==> src/scmc_params.svh <==
`ifndef SCMC_PARAMS_SVH
`define SCMC_PARAMS_SVH

// Register addresses on the special function register port.
`define SCMC_ADDR_CTRL 8'hd8
`define SCMC_ADDR_STAT 8'hd9

// Control register field positions.
`define SCMC_BIT_SLOW_SRC 7
`define SCMC_BIT_FAST_SRC 6
`define SCMC_BIT_PGATE 4
`define SCMC_BIT_FSTOP 3
`define SCMC_BIT_SELFAST 2
`define SCMC_DIV_HI 1
`define SCMC_DIV_LO 0

// Status register field positions.
`define SCMC_ST_SYS_FAST 4
`define SCMC_ST_PCLK_EN 3
`define SCMC_ST_FAST_RUN 2

// Prescaler codes and the matching counter masks.
`define SCMC_DIV16 2'h0
`define SCMC_DIV4 2'h1
`define SCMC_DIV2 2'h2
`define SCMC_DIV1 2'h3
`define SCMC_MASK16 4'hf
`define SCMC_MASK4 4'h3
`define SCMC_MASK2 4'h1
`define SCMC_MASK1 4'h0

// Reset values.
`define SCMC_RST_DIV 2'h3
`define SCMC_RST_BIT 1'h0
`define SCMC_RST_BYTE 8'h00
`define SCMC_RST_CNT 4'h0

// Prescaler counter: a new ratio takes effect at most this many cycles after a write.
`define SCMC_APPLY_MAX 16
`define SCMC_CNT_W 4
`define SCMC_CNT_WRAP 4'hf
`define SCMC_CNT_ONE 4'h1

`endif

==> src/scmc_pkg.sv <==
package scmc_pkg;

    // Software-visible control bits.
    typedef struct packed {
        logic slow_source_sel;
        logic fast_source_sel;
        logic idle_periph_clock_gate;
        logic fast_osc_stop;
        logic sysclk_source_sel;
        logic [1:0] sysclk_divider;
    } scmc_ctrl_t;

    // Whole state of the control module.
    typedef struct packed {
        scmc_ctrl_t ctrl;
        logic [1:0] applied_div;
        logic [7:0] rdata;
    } scmc_state_t;

    // Whole state of the prescaler counter.
    typedef struct packed {
        logic [3:0] cnt;
    } scmc_div_state_t;

endpackage

==> src/scmc_clk_div.sv <==
`timescale 1ns/1ns
`include "scmc_params.svh"

module scmc_clk_div (
    // Clock and reset.
    input wire logic clk_in,
    input wire logic reset_n_in,
    // Applied ratio code.
    input wire logic [1:0] div_code_in,
    // Enable pulse and ratio boundary.
    output logic tick_out,
    output logic wrap_out
);
    import scmc_pkg::*;

    scmc_div_state_t q;
    scmc_div_state_t d;
    logic [3:0] mask;

    // Translate the code to the counter bits that must all be set for a tick.
    always_comb begin
        unique case (div_code_in)
            `SCMC_DIV16: mask = `SCMC_MASK16;
            `SCMC_DIV4: mask = `SCMC_MASK4;
            `SCMC_DIV2: mask = `SCMC_MASK2;
            `SCMC_DIV1: mask = `SCMC_MASK1;
        endcase
    end

    // Free-running counter; all ratios share its phase, so a switch at the wrap is glitch free.
    always_comb begin
        d = q;
        d.cnt = q.cnt + `SCMC_CNT_ONE;
    end

    // Reset restarts the common phase, so every ratio ticks from a known point.
    always_ff @(posedge clk_in) begin
        if (!reset_n_in) begin
            q.cnt <= `SCMC_RST_CNT;
        end else begin
            q <= d;
        end
    end

    // Tick when the masked counter bits are all ones.
    assign tick_out = ((q.cnt & mask) == mask);
    assign wrap_out = (q.cnt == `SCMC_CNT_WRAP);

endmodule

==> src/scmc_ctrl.sv <==
`timescale 1ns/1ns
`include "scmc_params.svh"

module scmc_ctrl (
    // Clock and reset.
    input wire logic clk_in,
    input wire logic reset_n_in,
    // Register port.
    input wire logic [7:0] reg_addr_in,
    input wire logic [7:0] reg_wdata_in,
    input wire logic reg_wr_in,
    input wire logic reg_rd_in,
    output logic [7:0] reg_rdata_out,
    // Power mode from the core, same clock.
    input wire logic idle_mode_in,
    // Oscillator and pin control.
    output logic slow_crystal_osc_en_out,
    output logic slow_rc_osc_en_out,
    output logic fast_crystal_osc_en_out,
    output logic fast_rc_osc_en_out,
    output logic xtal_pins_en_out,
    output logic xtal_high_gain_out,
    // System clock control.
    output logic sysclk_fast_out,
    output logic sysclk_tick_out,
    output logic [1:0] sysclk_divider_out,
    output logic periph_clk_en_out
);
    import scmc_pkg::*;

    scmc_state_t q;
    scmc_state_t d;
    logic ctrl_wr;
    logic div_wrap;
    logic fast_run;
    logic [7:0] ctrl_rd;
    logic [7:0] stat_rd;

    // Only a write to the control address touches the control bits.
    assign ctrl_wr = reg_wr_in && (reg_addr_in == `SCMC_ADDR_CTRL);

    // The fast oscillator stops only when asked and the system is idle or not running from it.
    assign fast_run = !(q.ctrl.fast_osc_stop && (idle_mode_in || !q.ctrl.sysclk_source_sel));

    // Readback images; reserved bits read as zero.
    always_comb begin
        ctrl_rd = `SCMC_RST_BYTE;
        ctrl_rd[`SCMC_BIT_SLOW_SRC] = q.ctrl.slow_source_sel;
        ctrl_rd[`SCMC_BIT_FAST_SRC] = q.ctrl.fast_source_sel;
        ctrl_rd[`SCMC_BIT_PGATE] = q.ctrl.idle_periph_clock_gate;
        ctrl_rd[`SCMC_BIT_FSTOP] = q.ctrl.fast_osc_stop;
        ctrl_rd[`SCMC_BIT_SELFAST] = q.ctrl.sysclk_source_sel;
        ctrl_rd[`SCMC_DIV_HI:`SCMC_DIV_LO] = q.ctrl.sysclk_divider;
        stat_rd = `SCMC_RST_BYTE;
        stat_rd[`SCMC_ST_SYS_FAST] = q.ctrl.sysclk_source_sel;
        stat_rd[`SCMC_ST_PCLK_EN] = periph_clk_en_out;
        stat_rd[`SCMC_ST_FAST_RUN] = fast_run;
        stat_rd[`SCMC_DIV_HI:`SCMC_DIV_LO] = q.applied_div;
    end

    // Next state. Each guarded bit is judged against the mode held before the write,
    // so one write cannot both unlock and change a bit.
    always_comb begin
        d = q;
        if (ctrl_wr) begin
            if (q.ctrl.sysclk_source_sel) begin
                d.ctrl.slow_source_sel = reg_wdata_in[`SCMC_BIT_SLOW_SRC];
            end
            if (!q.ctrl.sysclk_source_sel) begin
                d.ctrl.fast_source_sel = reg_wdata_in[`SCMC_BIT_FAST_SRC];
                d.ctrl.fast_osc_stop = reg_wdata_in[`SCMC_BIT_FSTOP];
            end
            if (!q.ctrl.fast_osc_stop) begin
                d.ctrl.sysclk_source_sel = reg_wdata_in[`SCMC_BIT_SELFAST];
            end
            // Unguarded bits always land, even when a guarded bit of the same write is refused.
            d.ctrl.idle_periph_clock_gate = reg_wdata_in[`SCMC_BIT_PGATE];
            d.ctrl.sysclk_divider = reg_wdata_in[`SCMC_DIV_HI:`SCMC_DIV_LO];
        end
        // The written ratio is taken over at the common counter wrap, at most sixteen cycles on.
        if (div_wrap) begin
            d.applied_div = d.ctrl.sysclk_divider;
        end
        // Read data stand for exactly one cycle after the strobe.
        d.rdata = `SCMC_RST_BYTE;
        if (reg_rd_in) begin
            if (reg_addr_in == `SCMC_ADDR_CTRL) begin
                d.rdata = ctrl_rd;
            end else if (reg_addr_in == `SCMC_ADDR_STAT) begin
                d.rdata = stat_rd;
            end
        end
    end

    // Register the whole state; reset restores slow sources, divide-by-one and idle read data.
    always_ff @(posedge clk_in) begin
        if (!reset_n_in) begin
            q.ctrl.slow_source_sel <= `SCMC_RST_BIT;
            q.ctrl.fast_source_sel <= `SCMC_RST_BIT;
            q.ctrl.idle_periph_clock_gate <= `SCMC_RST_BIT;
            q.ctrl.fast_osc_stop <= `SCMC_RST_BIT;
            q.ctrl.sysclk_source_sel <= `SCMC_RST_BIT;
            q.ctrl.sysclk_divider <= `SCMC_RST_DIV;
            q.applied_div <= `SCMC_RST_DIV;
            q.rdata <= `SCMC_RST_BYTE;
        end else begin
            q <= d;
        end
    end

    // Prescaler counter producing the system clock enable.
    scmc_clk_div u_div (
        .clk_in(clk_in),
        .reset_n_in(reset_n_in),
        .div_code_in(q.applied_div),
        .tick_out(sysclk_tick_out),
        .wrap_out(div_wrap)
    );

    // Oscillator selects. Both crystal types share the two crystal pins.
    assign slow_crystal_osc_en_out = q.ctrl.slow_source_sel;
    assign slow_rc_osc_en_out = !q.ctrl.slow_source_sel;
    assign fast_crystal_osc_en_out = q.ctrl.fast_source_sel && fast_run;
    assign fast_rc_osc_en_out = !q.ctrl.fast_source_sel && fast_run;
    assign xtal_pins_en_out = q.ctrl.slow_source_sel || q.ctrl.fast_source_sel;
    assign xtal_high_gain_out = q.ctrl.fast_source_sel;

    // System clock and peripheral gating; the gate saves current only while idle.
    assign sysclk_fast_out = q.ctrl.sysclk_source_sel;
    assign sysclk_divider_out = q.applied_div;
    assign periph_clk_en_out = !(q.ctrl.idle_periph_clock_gate && idle_mode_in);
    assign reg_rdata_out = q.rdata;

    // Checks.
    a_slow_src_lock: assert property (
        @(posedge clk_in) disable iff (!reset_n_in)
        (ctrl_wr && !q.ctrl.sysclk_source_sel) |=> $stable(slow_crystal_osc_en_out))
        else $error("Slow source changed outside fast mode.");

    a_fast_src_lock: assert property (
        @(posedge clk_in) disable iff (!reset_n_in)
        (ctrl_wr && q.ctrl.sysclk_source_sel) |=> $stable(xtal_high_gain_out))
        else $error("Fast source changed outside slow mode.");

    a_periph_gate_idle: assert property (
        @(posedge clk_in) disable iff (!reset_n_in)
        (ctrl_wr && reg_wdata_in[`SCMC_BIT_PGATE]) ##1 idle_mode_in |-> !periph_clk_en_out)
        else $error("Peripheral clocks not gated in idle.");

    a_fast_osc_halt: assert property (
        @(posedge clk_in) disable iff (!reset_n_in)
        (q.ctrl.fast_osc_stop && (idle_mode_in || !sysclk_fast_out))
        |-> !(fast_crystal_osc_en_out || fast_rc_osc_en_out))
        else $error("Fast oscillator running while stopped.");

    a_fstop_lock: assert property (
        @(posedge clk_in) disable iff (!reset_n_in)
        (ctrl_wr && sysclk_fast_out) |=> $stable(q.ctrl.fast_osc_stop))
        else $error("Fast stop changed in fast mode.");

    a_source_lock: assert property (
        @(posedge clk_in) disable iff (!reset_n_in)
        (ctrl_wr && q.ctrl.fast_osc_stop) |=> $stable(sysclk_fast_out))
        else $error("Clock source changed while fast stop set.");

    a_div_reset_code: assert property (
        @(posedge clk_in)
        !reset_n_in |=> (sysclk_divider_out == `SCMC_DIV1) && sysclk_tick_out)
        else $error("Prescaler not divide-by-one after reset.");

    a_div16_spacing: assert property (
        @(posedge clk_in) disable iff (!reset_n_in)
        (sysclk_tick_out && sysclk_divider_out == `SCMC_DIV16 && q.ctrl.sysclk_divider == `SCMC_DIV16 && !ctrl_wr)
        |=> !sysclk_tick_out [*8])
        else $error("Divide-by-sixteen tick came too early.");

    a_div_apply_time: assert property (
        @(posedge clk_in) disable iff (!reset_n_in)
        (ctrl_wr ##1 (!ctrl_wr) [*8] ##1 (!ctrl_wr) [*7])
        |=> (sysclk_divider_out == q.ctrl.sysclk_divider))
        else $error("New prescaler ratio not applied within sixteen cycles.");

    a_other_bits_land: assert property (
        @(posedge clk_in) disable iff (!reset_n_in)
        ctrl_wr |=> (q.ctrl.idle_periph_clock_gate == $past(reg_wdata_in[`SCMC_BIT_PGATE]))
        && (q.ctrl.sysclk_divider == $past(reg_wdata_in[`SCMC_DIV_HI:`SCMC_DIV_LO])))
        else $error("Unguarded bits of a write did not land.");

    a_read_ctrl_data: assert property (
        @(posedge clk_in) disable iff (!reset_n_in)
        (reg_rd_in && reg_addr_in == `SCMC_ADDR_CTRL) |=> (reg_rdata_out == $past(ctrl_rd)))
        else $error("Control readback wrong.");

    // Accepted guarded writes take the written value one cycle later.
    a_slow_src_apply: assert property (
        @(posedge clk_in) disable iff (!reset_n_in)
        (ctrl_wr && sysclk_fast_out)
        |=> (slow_crystal_osc_en_out == $past(reg_wdata_in[`SCMC_BIT_SLOW_SRC])))
        else $error("Slow source write in fast mode was lost.");

    a_fast_src_apply: assert property (
        @(posedge clk_in) disable iff (!reset_n_in)
        (ctrl_wr && !sysclk_fast_out)
        |=> (xtal_high_gain_out == $past(reg_wdata_in[`SCMC_BIT_FAST_SRC])))
        else $error("Fast source write in slow mode was lost.");

    a_fstop_apply: assert property (
        @(posedge clk_in) disable iff (!reset_n_in)
        (ctrl_wr && !sysclk_fast_out)
        |=> (q.ctrl.fast_osc_stop == $past(reg_wdata_in[`SCMC_BIT_FSTOP])))
        else $error("Fast stop write in slow mode was lost.");

    a_source_apply: assert property (
        @(posedge clk_in) disable iff (!reset_n_in)
        (ctrl_wr && !q.ctrl.fast_osc_stop)
        |=> (sysclk_fast_out == $past(reg_wdata_in[`SCMC_BIT_SELFAST])))
        else $error("Clock source write with fast stop clear was lost.");

    // The peripheral gate and the fast stop act only where the modes allow it; at most one fast oscillator runs.
    a_periph_awake: assert property (
        @(posedge clk_in) disable iff (!reset_n_in)
        !idle_mode_in |-> periph_clk_en_out)
        else $error("Peripheral clocks gated outside idle.");

    a_periph_ungated: assert property (
        @(posedge clk_in) disable iff (!reset_n_in)
        !q.ctrl.idle_periph_clock_gate |-> periph_clk_en_out)
        else $error("Peripheral clocks gated without the gate bit.");

    a_fast_osc_free: assert property (
        @(posedge clk_in) disable iff (!reset_n_in)
        !q.ctrl.fast_osc_stop |-> (fast_crystal_osc_en_out || fast_rc_osc_en_out))
        else $error("Fast oscillator halted without the stop bit.");

    a_fast_osc_single: assert property (
        @(posedge clk_in) disable iff (!reset_n_in)
        !(fast_crystal_osc_en_out && fast_rc_osc_en_out))
        else $error("Both fast oscillators enabled at once.");

    // Crystal pins are claimed whenever either crystal type is chosen.
    a_slow_xtal_pins: assert property (
        @(posedge clk_in) disable iff (!reset_n_in)
        slow_crystal_osc_en_out |-> xtal_pins_en_out)
        else $error("Slow crystal chosen without crystal pins.");

    a_fast_xtal_pins: assert property (
        @(posedge clk_in) disable iff (!reset_n_in)
        xtal_high_gain_out |-> xtal_pins_en_out)
        else $error("Fast crystal chosen without crystal pins.");

    a_pins_released: assert property (
        @(posedge clk_in) disable iff (!reset_n_in)
        !(slow_crystal_osc_en_out || xtal_high_gain_out) |-> !xtal_pins_en_out)
        else $error("Crystal pins held with no crystal chosen.");

    // Prescaler tick spacing; a write in the tick cycle may move the ratio, so it is left out.
    a_div1_tick: assert property (
        @(posedge clk_in) disable iff (!reset_n_in)
        (sysclk_divider_out == `SCMC_DIV1) |-> sysclk_tick_out)
        else $error("Divide-by-one tick missing.");

    a_div2_spacing: assert property (
        @(posedge clk_in) disable iff (!reset_n_in)
        (sysclk_tick_out && sysclk_divider_out == `SCMC_DIV2 && q.ctrl.sysclk_divider == `SCMC_DIV2 && !ctrl_wr)
        |=> !sysclk_tick_out ##1 sysclk_tick_out)
        else $error("Divide-by-two ticks not every second cycle.");

    a_div4_spacing: assert property (
        @(posedge clk_in) disable iff (!reset_n_in)
        (sysclk_tick_out && sysclk_divider_out == `SCMC_DIV4 && q.ctrl.sysclk_divider == `SCMC_DIV4 && !ctrl_wr)
        |=> (!sysclk_tick_out) [*3] ##1 sysclk_tick_out)
        else $error("Divide-by-four ticks not every fourth cycle.");

    // The applied ratio moves only at the common counter wrap.
    a_div_hold: assert property (
        @(posedge clk_in) disable iff (!reset_n_in)
        !div_wrap |=> $stable(sysclk_divider_out))
        else $error("Applied ratio changed away from the wrap.");

    a_wrap_applies: assert property (
        @(posedge clk_in) disable iff (!reset_n_in)
        (div_wrap && !ctrl_wr) |=> (sysclk_divider_out == q.ctrl.sysclk_divider))
        else $error("Written ratio not taken over at the wrap.");

    // Register port side effects and reset values.
    a_rdata_idle_zero: assert property (
        @(posedge clk_in) disable iff (!reset_n_in)
        !reg_rd_in |=> (reg_rdata_out == `SCMC_RST_BYTE))
        else $error("Read data stood longer than one cycle.");

    a_read_stat_data: assert property (
        @(posedge clk_in) disable iff (!reset_n_in)
        (reg_rd_in && reg_addr_in == `SCMC_ADDR_STAT) |=> (reg_rdata_out == $past(stat_rd)))
        else $error("Status readback wrong.");

    a_unmapped_write: assert property (
        @(posedge clk_in) disable iff (!reset_n_in)
        (reg_wr_in && !ctrl_wr) |=> $stable(q.ctrl))
        else $error("Write to another address changed the control bits.");

    a_reset_sources: assert property (
        @(posedge clk_in)
        !reset_n_in |=> (!sysclk_fast_out && !slow_crystal_osc_en_out && !xtal_pins_en_out))
        else $error("Reset did not select the slow internal sources.");

endmodule

==> config.mk <==
export PLATFORM = sky130hd
export DESIGN_NAME = scmc_ctrl
export DESIGN_NICKNAME = d
export VERILOG_FILES = /design/src/scmc_pkg.sv /design/src/scmc_clk_div.sv /design/src/scmc_ctrl.sv
export VERILOG_INCLUDE_DIRS = /design/src /design/src/src
export SDC_FILE = /design/constraint.sdc
export NUM_CORES = 1
export LEC_CHECK = 0
export ABC_AREA = 1
export CAP_MARGIN = 40
export CORE_UTILIZATION = 54
export DETAILED_ROUTE_END_ITERATION = 12
export DONT_BUFFER_PORTS = 1
export GPL_TIMING_DRIVEN = 0
export PLACE_DENSITY = 0.78
export SYNTH_ARGS = -nofsm -noshare
export SYNTH_HDL_FRONTEND = slang
export SYNTH_HIERARCHICAL = 1
export SYNTH_SLANG_ARGS = --single-unit
export TNS_END_PERCENT = 50
==> constraint.sdc <==
create_clock -name clk_in -period 1.2 [get_ports clk_in]
set_clock_uncertainty 0.05 [all_clocks]
set_input_delay 0.18 -clock clk_in [delete_from_list [all_inputs] [get_ports clk_in]]
set_output_delay 0.18 -clock clk_in [all_outputs]
set_load 0.005 [all_outputs]
==> results of run 1 <==
[area by class of cell]
cell class | instances | area [µm²] | share of cell area, %
buffer | 2 | 18.8 | 1.62
clock buffer | 3 | 22.5 | 1.94
clock inverter | 1 | 30.0 | 2.59
inverter | 20 | 77.6 | 6.68
multi-input combinational | 85 | 479 | 41.3
sequential | 20 | 415 | 35.8
tap | 16 | 20.0 | 1.72
timing repair buffer | 11 | 97.6 | 8.41
[metal layers]
layer / vias up / share of wire [%] / track usage, %
li1: 427 / - / -
met3: 8 / 11 / 5.42
met2: 67 / 48 / 37.3
met4: 0 / 2.6 / 13.3
met5: - / 0 / 0
met1: 378 / 38 / 27.4
[cell families (layout without fill, tap and decap cells)]
group	Yosys count	after routing	synth area share, %
AOI/OAI and AO/OA	9	9	4.76
other	1	1	0.396
adders and majority gates	1	1	1.32
buffers and inverters	22	37	9.92
and+or+nand+nor	74	74	41.3
DFF	20	20	42.3
[cell usage after synthesis]
master	instances	area share, %
nand3_2	1	1.1
a21oi_1	3	1.6
buf_6	1	1.2
inv_2	2	0.79
nand4_4	1	2.2
buf_4	1	0.79
nor2_2	1	0.66
o21ai_0	2	1.1
conb_1	1	0.40
nand3_1	10	5.3
ha_1	1	1.3
inv_1	18	7.1
nand2_2	4	2.6
o21ai_1	4	2.1
nor2_8	2	4.2
nand4_1	7	4.6
nand2_1	27	11
nand3_4	1	1.9
dfxtp_1	20	42
nor2_1	20	7.9
[flip-flops by register name (all words and copies together), names as in the netlist]
signal / flops
slow_crystal_osc_en_out: 1
xtal_high_gain_out: 1
u_div/q: 4
ctrl_rd: 4
sysclk_divider_out: 2
reg_rdata_out: 7
sysclk_fast_out: 1
[power by group]
group	internal [mW]	switching, mW
Clock	0.338	0.227
Combinational	0.0363	0.0462
Sequential	0.671	0.00993
Total	1.05	0.283
[what timing repair did]
action / in CTS / in global routing
endpoints found under the setup margin: 5 / 7
gates resized for setup: 13 / 9
cloned: 0 / 0
endpoints found under the hold margin: 9 / 0
pin swaps: 2 / 3
setup buffers: 5 / 0
hold buffers: 6 / 0
[worst max path at each step]
stage	to	slack, ns	cells after the start
after floorplan	sysclk_divider_out[0]	0.06	6
after global placement	sysclk_divider_out[0]	-0.04	6
after detailed placement	sysclk_divider_out[0]	-0.07	6
after CTS	fast_rc_osc_en_out	-0.12	4
after global routing	reg_rdata_out[2]	-0.18	8
final	reg_rdata_out[2]	-0.12	8
[layout by cell type, fill, tap and decap left out]
| master | synthesis | final |
|---|---|---|
| o21ai_4 | 0 | 1 |
| nor2_8 | 2 | 2 |
| nand3_1 | 10 | 10 |
| dlygate4sd3_1 | 0 | 6 |
| nor2_1 | 20 | 17 |
| nand4_1 | 7 | 7 |
| a21oi_2 | 0 | 1 |
| buf_6 | 1 | 1 |
| nand4_4 | 1 | 1 |
| o21ai_1 | 4 | 5 |
| a21oi_1 | 3 | 2 |
| nand2_1 | 27 | 27 |
| nor2_2 | 1 | 3 |
| nor2_4 | 0 | 1 |
| bufinv_16 | 0 | 1 |
| conb_1 | 1 | 1 |
| ha_1 | 1 | 1 |
| inv_1 | 18 | 16 |
| inv_2 | 2 | 3 |
| nand3_4 | 1 | 1 |
| nand3_2 | 1 | 1 |
| inv_4 | 0 | 1 |
| nand2_2 | 4 | 4 |
| dfxtp_4 | 0 | 2 |
| clkbuf_4 | 0 | 3 |
| dfxtp_1 | 20 | 12 |
| dfxtp_2 | 0 | 6 |
| buf_4 | 1 | 6 |
[worst reg2reg max path, cell delays in order (launching register included)]
cell and delay [ns]:
dfxtp_4 0.41, inv_4 0.05, o21ai_4 0.13, buf_4 0.13, buf_4 0.09, buf_4 0.09
buf_4 0.09, nand3_1 0.09, a21oi_2 0.15
[metrics by stage]
| stage | hold slack [ns] | power, mW |
|---|---|---|
| 3_3_place_gp | 0.231 | 0.759 |
| 5_1_grt | 0.0164 | 1.39 |
| 3_5_place_dp | 0.235 | 0.761 |
| 4_1_cts | 0.0240 | 1.32 |
| 6_report | 0.0215 | 1.33 |
| 2_1_floorplan | 0.228 | 0.752 |
==> summary.md, run 1 <==
| Metric | Value |
|---|---|
| Status | finished, violations left |
| Failing checks | design-rule violations, negative setup slack |
| Reg2reg start | sysclk_fast_out |
| Layout cells sized above 1 | between 20% and 30% |
| Synthesized Nets | ~150 |
| Worst r2r path cells | 8 |
| Non-filler cells, final | ~160 |
| Remaining global-route overflow | 0 |
| Global-route total usage across every layer | a little under a quarter |
| RR Endpoint | reg_rdata_out[2] |
| Synth Instances | approximately 130 |
| Finished Cell Area | between 1000 and 1500 µm² |
| Hold Path Depth | 2 |
| Root buf cell | clkbuf_4 |
| Num CTS Buffers | 3 |
| Final worst slack | -0.122 ns |
| Vias in the first global route | approximately 770 |
| Via/cell ratio | around 5.6 |
| Leakage Power | 0.552 nW |
| Avg Cell Area, Syn | approximately 7.4 µm² |
| TNS Setup | -0.318 ns |
| Crit-path most repeated cell | buf_4 |
| Post-DP HPWL | 1.33 mm |
| Crit Path Category | flop to flop |
| Worst path top cell family by delay | buffers and inverters |
| Total wire length | around 2.0 mm |
| Crit end category | flop |
| Clock slew seen by the registers of the worst setup and hold paths | approximately 0.13 ns |
| Synth-to-Final Area Change | 22.8% |
| Remaining antenna violation count | 0 |
| Post-DR wirelength/cell | ~13 µm |
| Starting Density | between 50% and 60% |
| First-pass GRT wire length | ~3.1 mm |
| Clk_lat worst skew | approximately 0.32 ns |
| N_diodes | 0 |
| Buf/Inv on CP | 5 |
| Max_cap viols | 0 |
| FF+latch count, synth | 20 |
| I/O pin total | 40 |
| Finish-stage setup viols | 4 |
| Fill count | 111 |
| Ys Warns | 6 |
| Max Slew Vio Count | 0 |
| Final core area utilization | about three quarters |
| Library cells used by synthesis | 20 |
| Slowest CP cell | dfxtp_4 |
| 1st-iter DRT viols | 43 |
| Die Area | around 1900 µm² |
| Placement Rows | 14 |
| Period utilization | 110% |
| Hold_sp | reset_n_in |
| CP cell instances | inv_4 -> o21ai_4 -> buf_4 -> buf_4 -> buf_4 -> buf_4 -> nand3_1 -> a21oi_2 |
| Crit path max fanout | 5 |
| Maximum vdd drop | around 0.91 mV |
| Die H | between 40 and 50 µm |
| Worst hold path type | input pin to flop |
| Unrepaired setup endpoints after global routing | true |
| R2R setup slack | -0.12 ns |
| CTS tree | yes |
| Required @ worst endpoint | roughly 1.4 ns |
| Final Hold Violating Endpoints | 0 |
| H-Tree Depth | 1 |
| CP Launch Type | flop |
| Vias post-DR | 880 |
| Nets | around 170 |
| DRC Markers | 3 |
| Max stage delay on crit path | roughly 0.4 ns |
| Initial antenna violation count | 0 |
| Initial DRT Pass Iterations | 8 |
| Fmax | 0.756 GHz |
| CP startpoint | sysclk_fast_out |
| Hold Path End | ctrl_rd[1] |
| Sequential area share after synthesis | between 40% and 50% |
| Largest net degree at the start of global routing | 13 |
| Die width | 43.9 µm |
| Cells after DPL | approximately 140 |
| Final Wtd Congestion | approximately 0.72 |
| Pre-CTS setup slack | -0.0717 ns |
| CTS max path bufs | 2 |
| Num Clock Sinks | 20 |
| Pwr dens | 1140 nW/µm² |
| Dpl cell area | between 900 and 1000 µm² |
| Post-route minimum period | 1.32 ns |
| Post-Syn Area | about 950 µm² |
| Core footprint | 1580 µm² |
| Crit path DAT | about 1.5 ns |
| Port Buffers | 0 |
Note: power is estimated with default switching activity, not from simulation.
==> inputs of run 2 (changes only) <==
--- a/config.mk
+++ b/config.mk
@@ -6,7 +6,6 @@
 export SDC_FILE = /design/constraint.sdc
 export NUM_CORES = 1
 export LEC_CHECK = 0
-export ABC_AREA = 1
 export CAP_MARGIN = 40
 export CORE_UTILIZATION = 54
 export DETAILED_ROUTE_END_ITERATION = 12
==> run 2 against run 1 <==
The flow now finishes without violations. Global-route usage is 0.76 points lower. Clock power shrank 31%. Area after synthesis rose by 2.1%. Via count down 7.5%. Final cell count shrank 11%. Design area grew 2.7%. Synthesized cell count shrank 19%. Flip-flop and latch count unchanged. First-iteration DRC count is 44% lower. Routed wire length fell by 1.5%. Largest power group unchanged. Worst hold slack lost 0.012 ns.
==> summary.md, run 2 <==
| Metric | Value |
|---|---|
| Remaining antenna violation count | 0 (unchanged) |
| Core footprint | 1590 µm² (+1.1%) |
| Commonest non-fill, non-tap cell in the layout | dfxtp_1 |
| Pre-CTS setup slack | -0.0993 ns (-0.0276 ns) |
| Port Buffers | 0 (unchanged) |
| Maximum vdd drop | 0.648 mV (-29%) |
| H-Tree Depth | 1 (unchanged) |
| Library cells used by synthesis | 39 (+95%) |
| Post-Syn Area | 966 µm² (+2.1%) |
| Most common cell in the netlist | dfxtp_1 |
| Die Area | 1960 µm² (+2.0%) |
| Final worst slack | 0.00327 ns (+0.125 ns) |
| Internal power | 909 µW (-13%) |
| Crit path DAT | 1.34 ns (-0.19 ns) |
| Nets | 139 (-16%) |
| Num CTS Buffers | 3 (unchanged) |
| Area taken by multi-input logic gates | 584 µm² (+22%) |
| EDFF count, synth | 0 (unchanged) |
| Finish-stage setup viols | 0 (-4) |
| Leakage Power | 0.454 nW (-18%) |
| Max_cap viols | 0 (unchanged) |
| CTS tree | yes |
| Num Clock Sinks | 20 (unchanged) |
| Final Wtd Congestion | 0.775 (+8.1%) |
| Synth top area cells | dfxtp_1, mux2i_1, nand2_1 |
| Commonest cells after routing, fill and taps aside | dfxtp_1, nand2_1, mux2i_1, dlygate4sd3_1, nor2_1 |
| Placement Rows | 14 (unchanged) |
| Period utilization | 99.7% (-10 points) |
| Starting Density | 60.6% (+0.60 points) |
| Least-Margin Pin Slew | 0.512 ns |
| Status | finished, final reports clean |
| Required @ worst endpoint | 1.35 ns (-0.06 ns) |
| Remaining global-route overflow | 0 (unchanged) |
| Fmax | 0.836 GHz (+10%) |
| Clock Power Share | 33.2% (-9.3 points) |
| Finished Cell Area | 1190 µm² (+2.7%) |
| Clk_lat worst skew | 0.30 ns (-0.02 ns) |
| DR WL met2 | 978 µm (-0.61%) |
| CP Launch Type | flop |
| Switching Share | 22.6% (+1.3 points) |
| Final total power | 1.17 mW (-12%) |
| Comb pwr share | 8.8% (+2.6 points) |
| Total wire length | 2.01 mm (-1.5%) |
| Avg Cell Area, Syn | 9.38 µm² (+26%) |
| Psw | 265 µW (-6.3%) |
| Post-route minimum period | 1.20 ns (-0.125 ns) |
| Synth Instances | 103 (-19%) |
| Synth Area in XOR/XNOR | 0.907% (+0.91 points) |
| Pwr dens | 985 nW/µm² (-14%) |
| Synth Area in Adders | 1.30% (-0.027 points) |
| Layout cells sized above 1 | 25.0% (-1.8 points) |
| Fill count | 117 (+5.4%) |
| M1 WL | 890 µm (+14%) |
| First-pass GRT wire length | 3.26 mm (+3.5%) |
| Non-filler cells, final | 140 (-11%) |
| Synth cell count leaders | dfxtp_1, nand2_1, mux2i_1, nor2_1, a21oi_1 |
| Slew HR | ~66% |
| Vias post-DR | 814 (-7.5%) |
| Final Hold Violating Endpoints | 0 (unchanged) |
| Crit end category | flop |
| FF+latch count, synth | 20 (unchanged) |
| Ys Warns | 6 (unchanged) |
| Unrepaired setup endpoints after global routing | true |
| Die width | 44.3 µm (+1.0%) |
| Sequential area share after synthesis | 41.5% (-0.88 points) |
| Worst hold path type | input pin to flop |
| CTS max path bufs | 2 (unchanged) |
| Max Slew Vio Count | 0 (unchanged) |
| Root buf cell | clkbuf_4 |
| Largest family of logic cells by synthesized area | simple AND/OR/NAND/NOR gates |
| Initial antenna violation count | 0 (unchanged) |
| Leading area contributor after synthesis | dfxtp_1 |
| 1st-iter DRT viols | 24 (-44%) |
| DRC Markers | 0 (-3) |
| Clock slew seen by the registers of the worst setup and hold paths | 0.11 ns (-0.02 ns) |
| Post-DR wirelength/cell | 14.4 µm (+11%) |
| Mux cell area share after synthesis | 8.29% (+8.3 points) |
| N_diodes | 0 (unchanged) |
| Yosys top cell area share | 41.5% (-0.88 points) |
| Crit Path Category | flop to flop |
| Post-DP HPWL | 1.38 mm (+4.1%) |
| Synth-to-Final Area Change | 23.4% |
| Synth Area in Simple Gates | 31.5% (-9.8 points) |
| Crit path max fanout | 5 (unchanged) |
| Largest net degree at the start of global routing | 12 (-1) |
| I/O pin total | 40 (unchanged) |
| Top Layer Used | met4 |
| Main flop type after synthesis | dfxtp_1 |
| Post-synth ARST share | 0% (unchanged) |
| TNS Setup | 0 ns (+0.318 ns) |
| Compound-Gate Fraction of Synth Area | 12.6% (+7.8 points) |
| Synthesized Nets | 125 (-16%) |
| Routed wl met3 | 124 µm (-45%) |
| Dpl cell area | 996 µm² (+3.1%) |
| Max reg flops | 7 (unchanged) |
| FF/Latch Area | 419 µm² (+0.90%) |
| Initial DRT Pass Iterations | 4 (-4) |
| Cells after DPL | 127 (-11%) |
| Global-route total usage across every layer | 22.1% (-0.76 points) |
| Vias in the first global route | 756 (-1.6%) |
| Via/cell ratio | 5.81 (+4.4%) |
| Part of the power in registers | 58.0% (+6.7 points) |
| Die H | 44.3 µm (+1.0%) |
==> run 2: per-stage QoR <==
stage	util [%]	hold slack, ns
after floorplan	-	0.248
after global placement	62.5	0.254
after detailed placement	62.5	0.254
after CTS	73.1	0.00792
after global routing	74.8	0.0230
final	74.8	0.00955
==> run 2: final timing paths <==
check,endpoint,slack (ns),cells past startpoint,from
worst max-delay path,sysclk_divider_out[1],0.003,5,u_div/q[0]
worst min-delay path,ctrl_rd[0],0.01,2,reg_wdata_in[0]
worst max register to register,sysclk_divider_out[1],0.003,5,u_div/q[0]
worst min register to register,u_div/q[0],0.42,1,u_div/q[0]
==> run 2: layout make-up <==
type / count / area share, %
tap: 24 / 2.52
buffer: 5 / 2.62
inverter: 1 / 0.315
timing repair buffer: 9 / 7.35
multi-input combinational: 77 / 49.0
sequential: 20 / 35.2
clock buffer: 4 / 3.04
==> run 2: logic make-up after synthesis <==
| kind of cell | Yosys count |
|---|---|
| compound gates | 19 |
| other cells | 1 |
| simple gates | 47 |
| mux | 8 |
| flops | 20 |
| fa+ha+maj | 1 |
| buf+inv | 6 |
| xor+xnor | 1 |
==> run 2: critical path, stage by stage, from the launching register on <==
cell and delay, ns:
dfxtp_4 0.39, ha_4 0.13, and3_4 0.21, nand2_4 0.05, o2111ai_2 0.17, a21oi_1 0.09
==> run 2: repair_timing <==
| action | in CTS | in global routing |
|---|---|---|
| gates resized for setup | 19 | 6 |
| endpoints found under the setup margin | 6 | 6 |
| endpoints found under the hold margin | 11 | 0 |
| hold buffers | 8 | 0 |
| setup buffers | 0 | 1 |
| pin swaps | 4 | 4 |
==> run 2: routing by layer <==
metal,GRT usage [%],up-vias
li1,-,397
met1,27.9,386
met3,5.71,2
met2,35.9,29
met4,9.09,0
met5,0,-
==> run 2: power groups by stage <==
stage               registers, mW  logic (mW)  clock network [mW]
finish                      0.681       0.104               0.390
global route                0.684       0.113               0.431
CTS                         0.684      0.0979               0.393
detailed placement          0.697      0.0699                   0
global placement            0.696      0.0678                   0
floorplan                   0.695      0.0609                   0
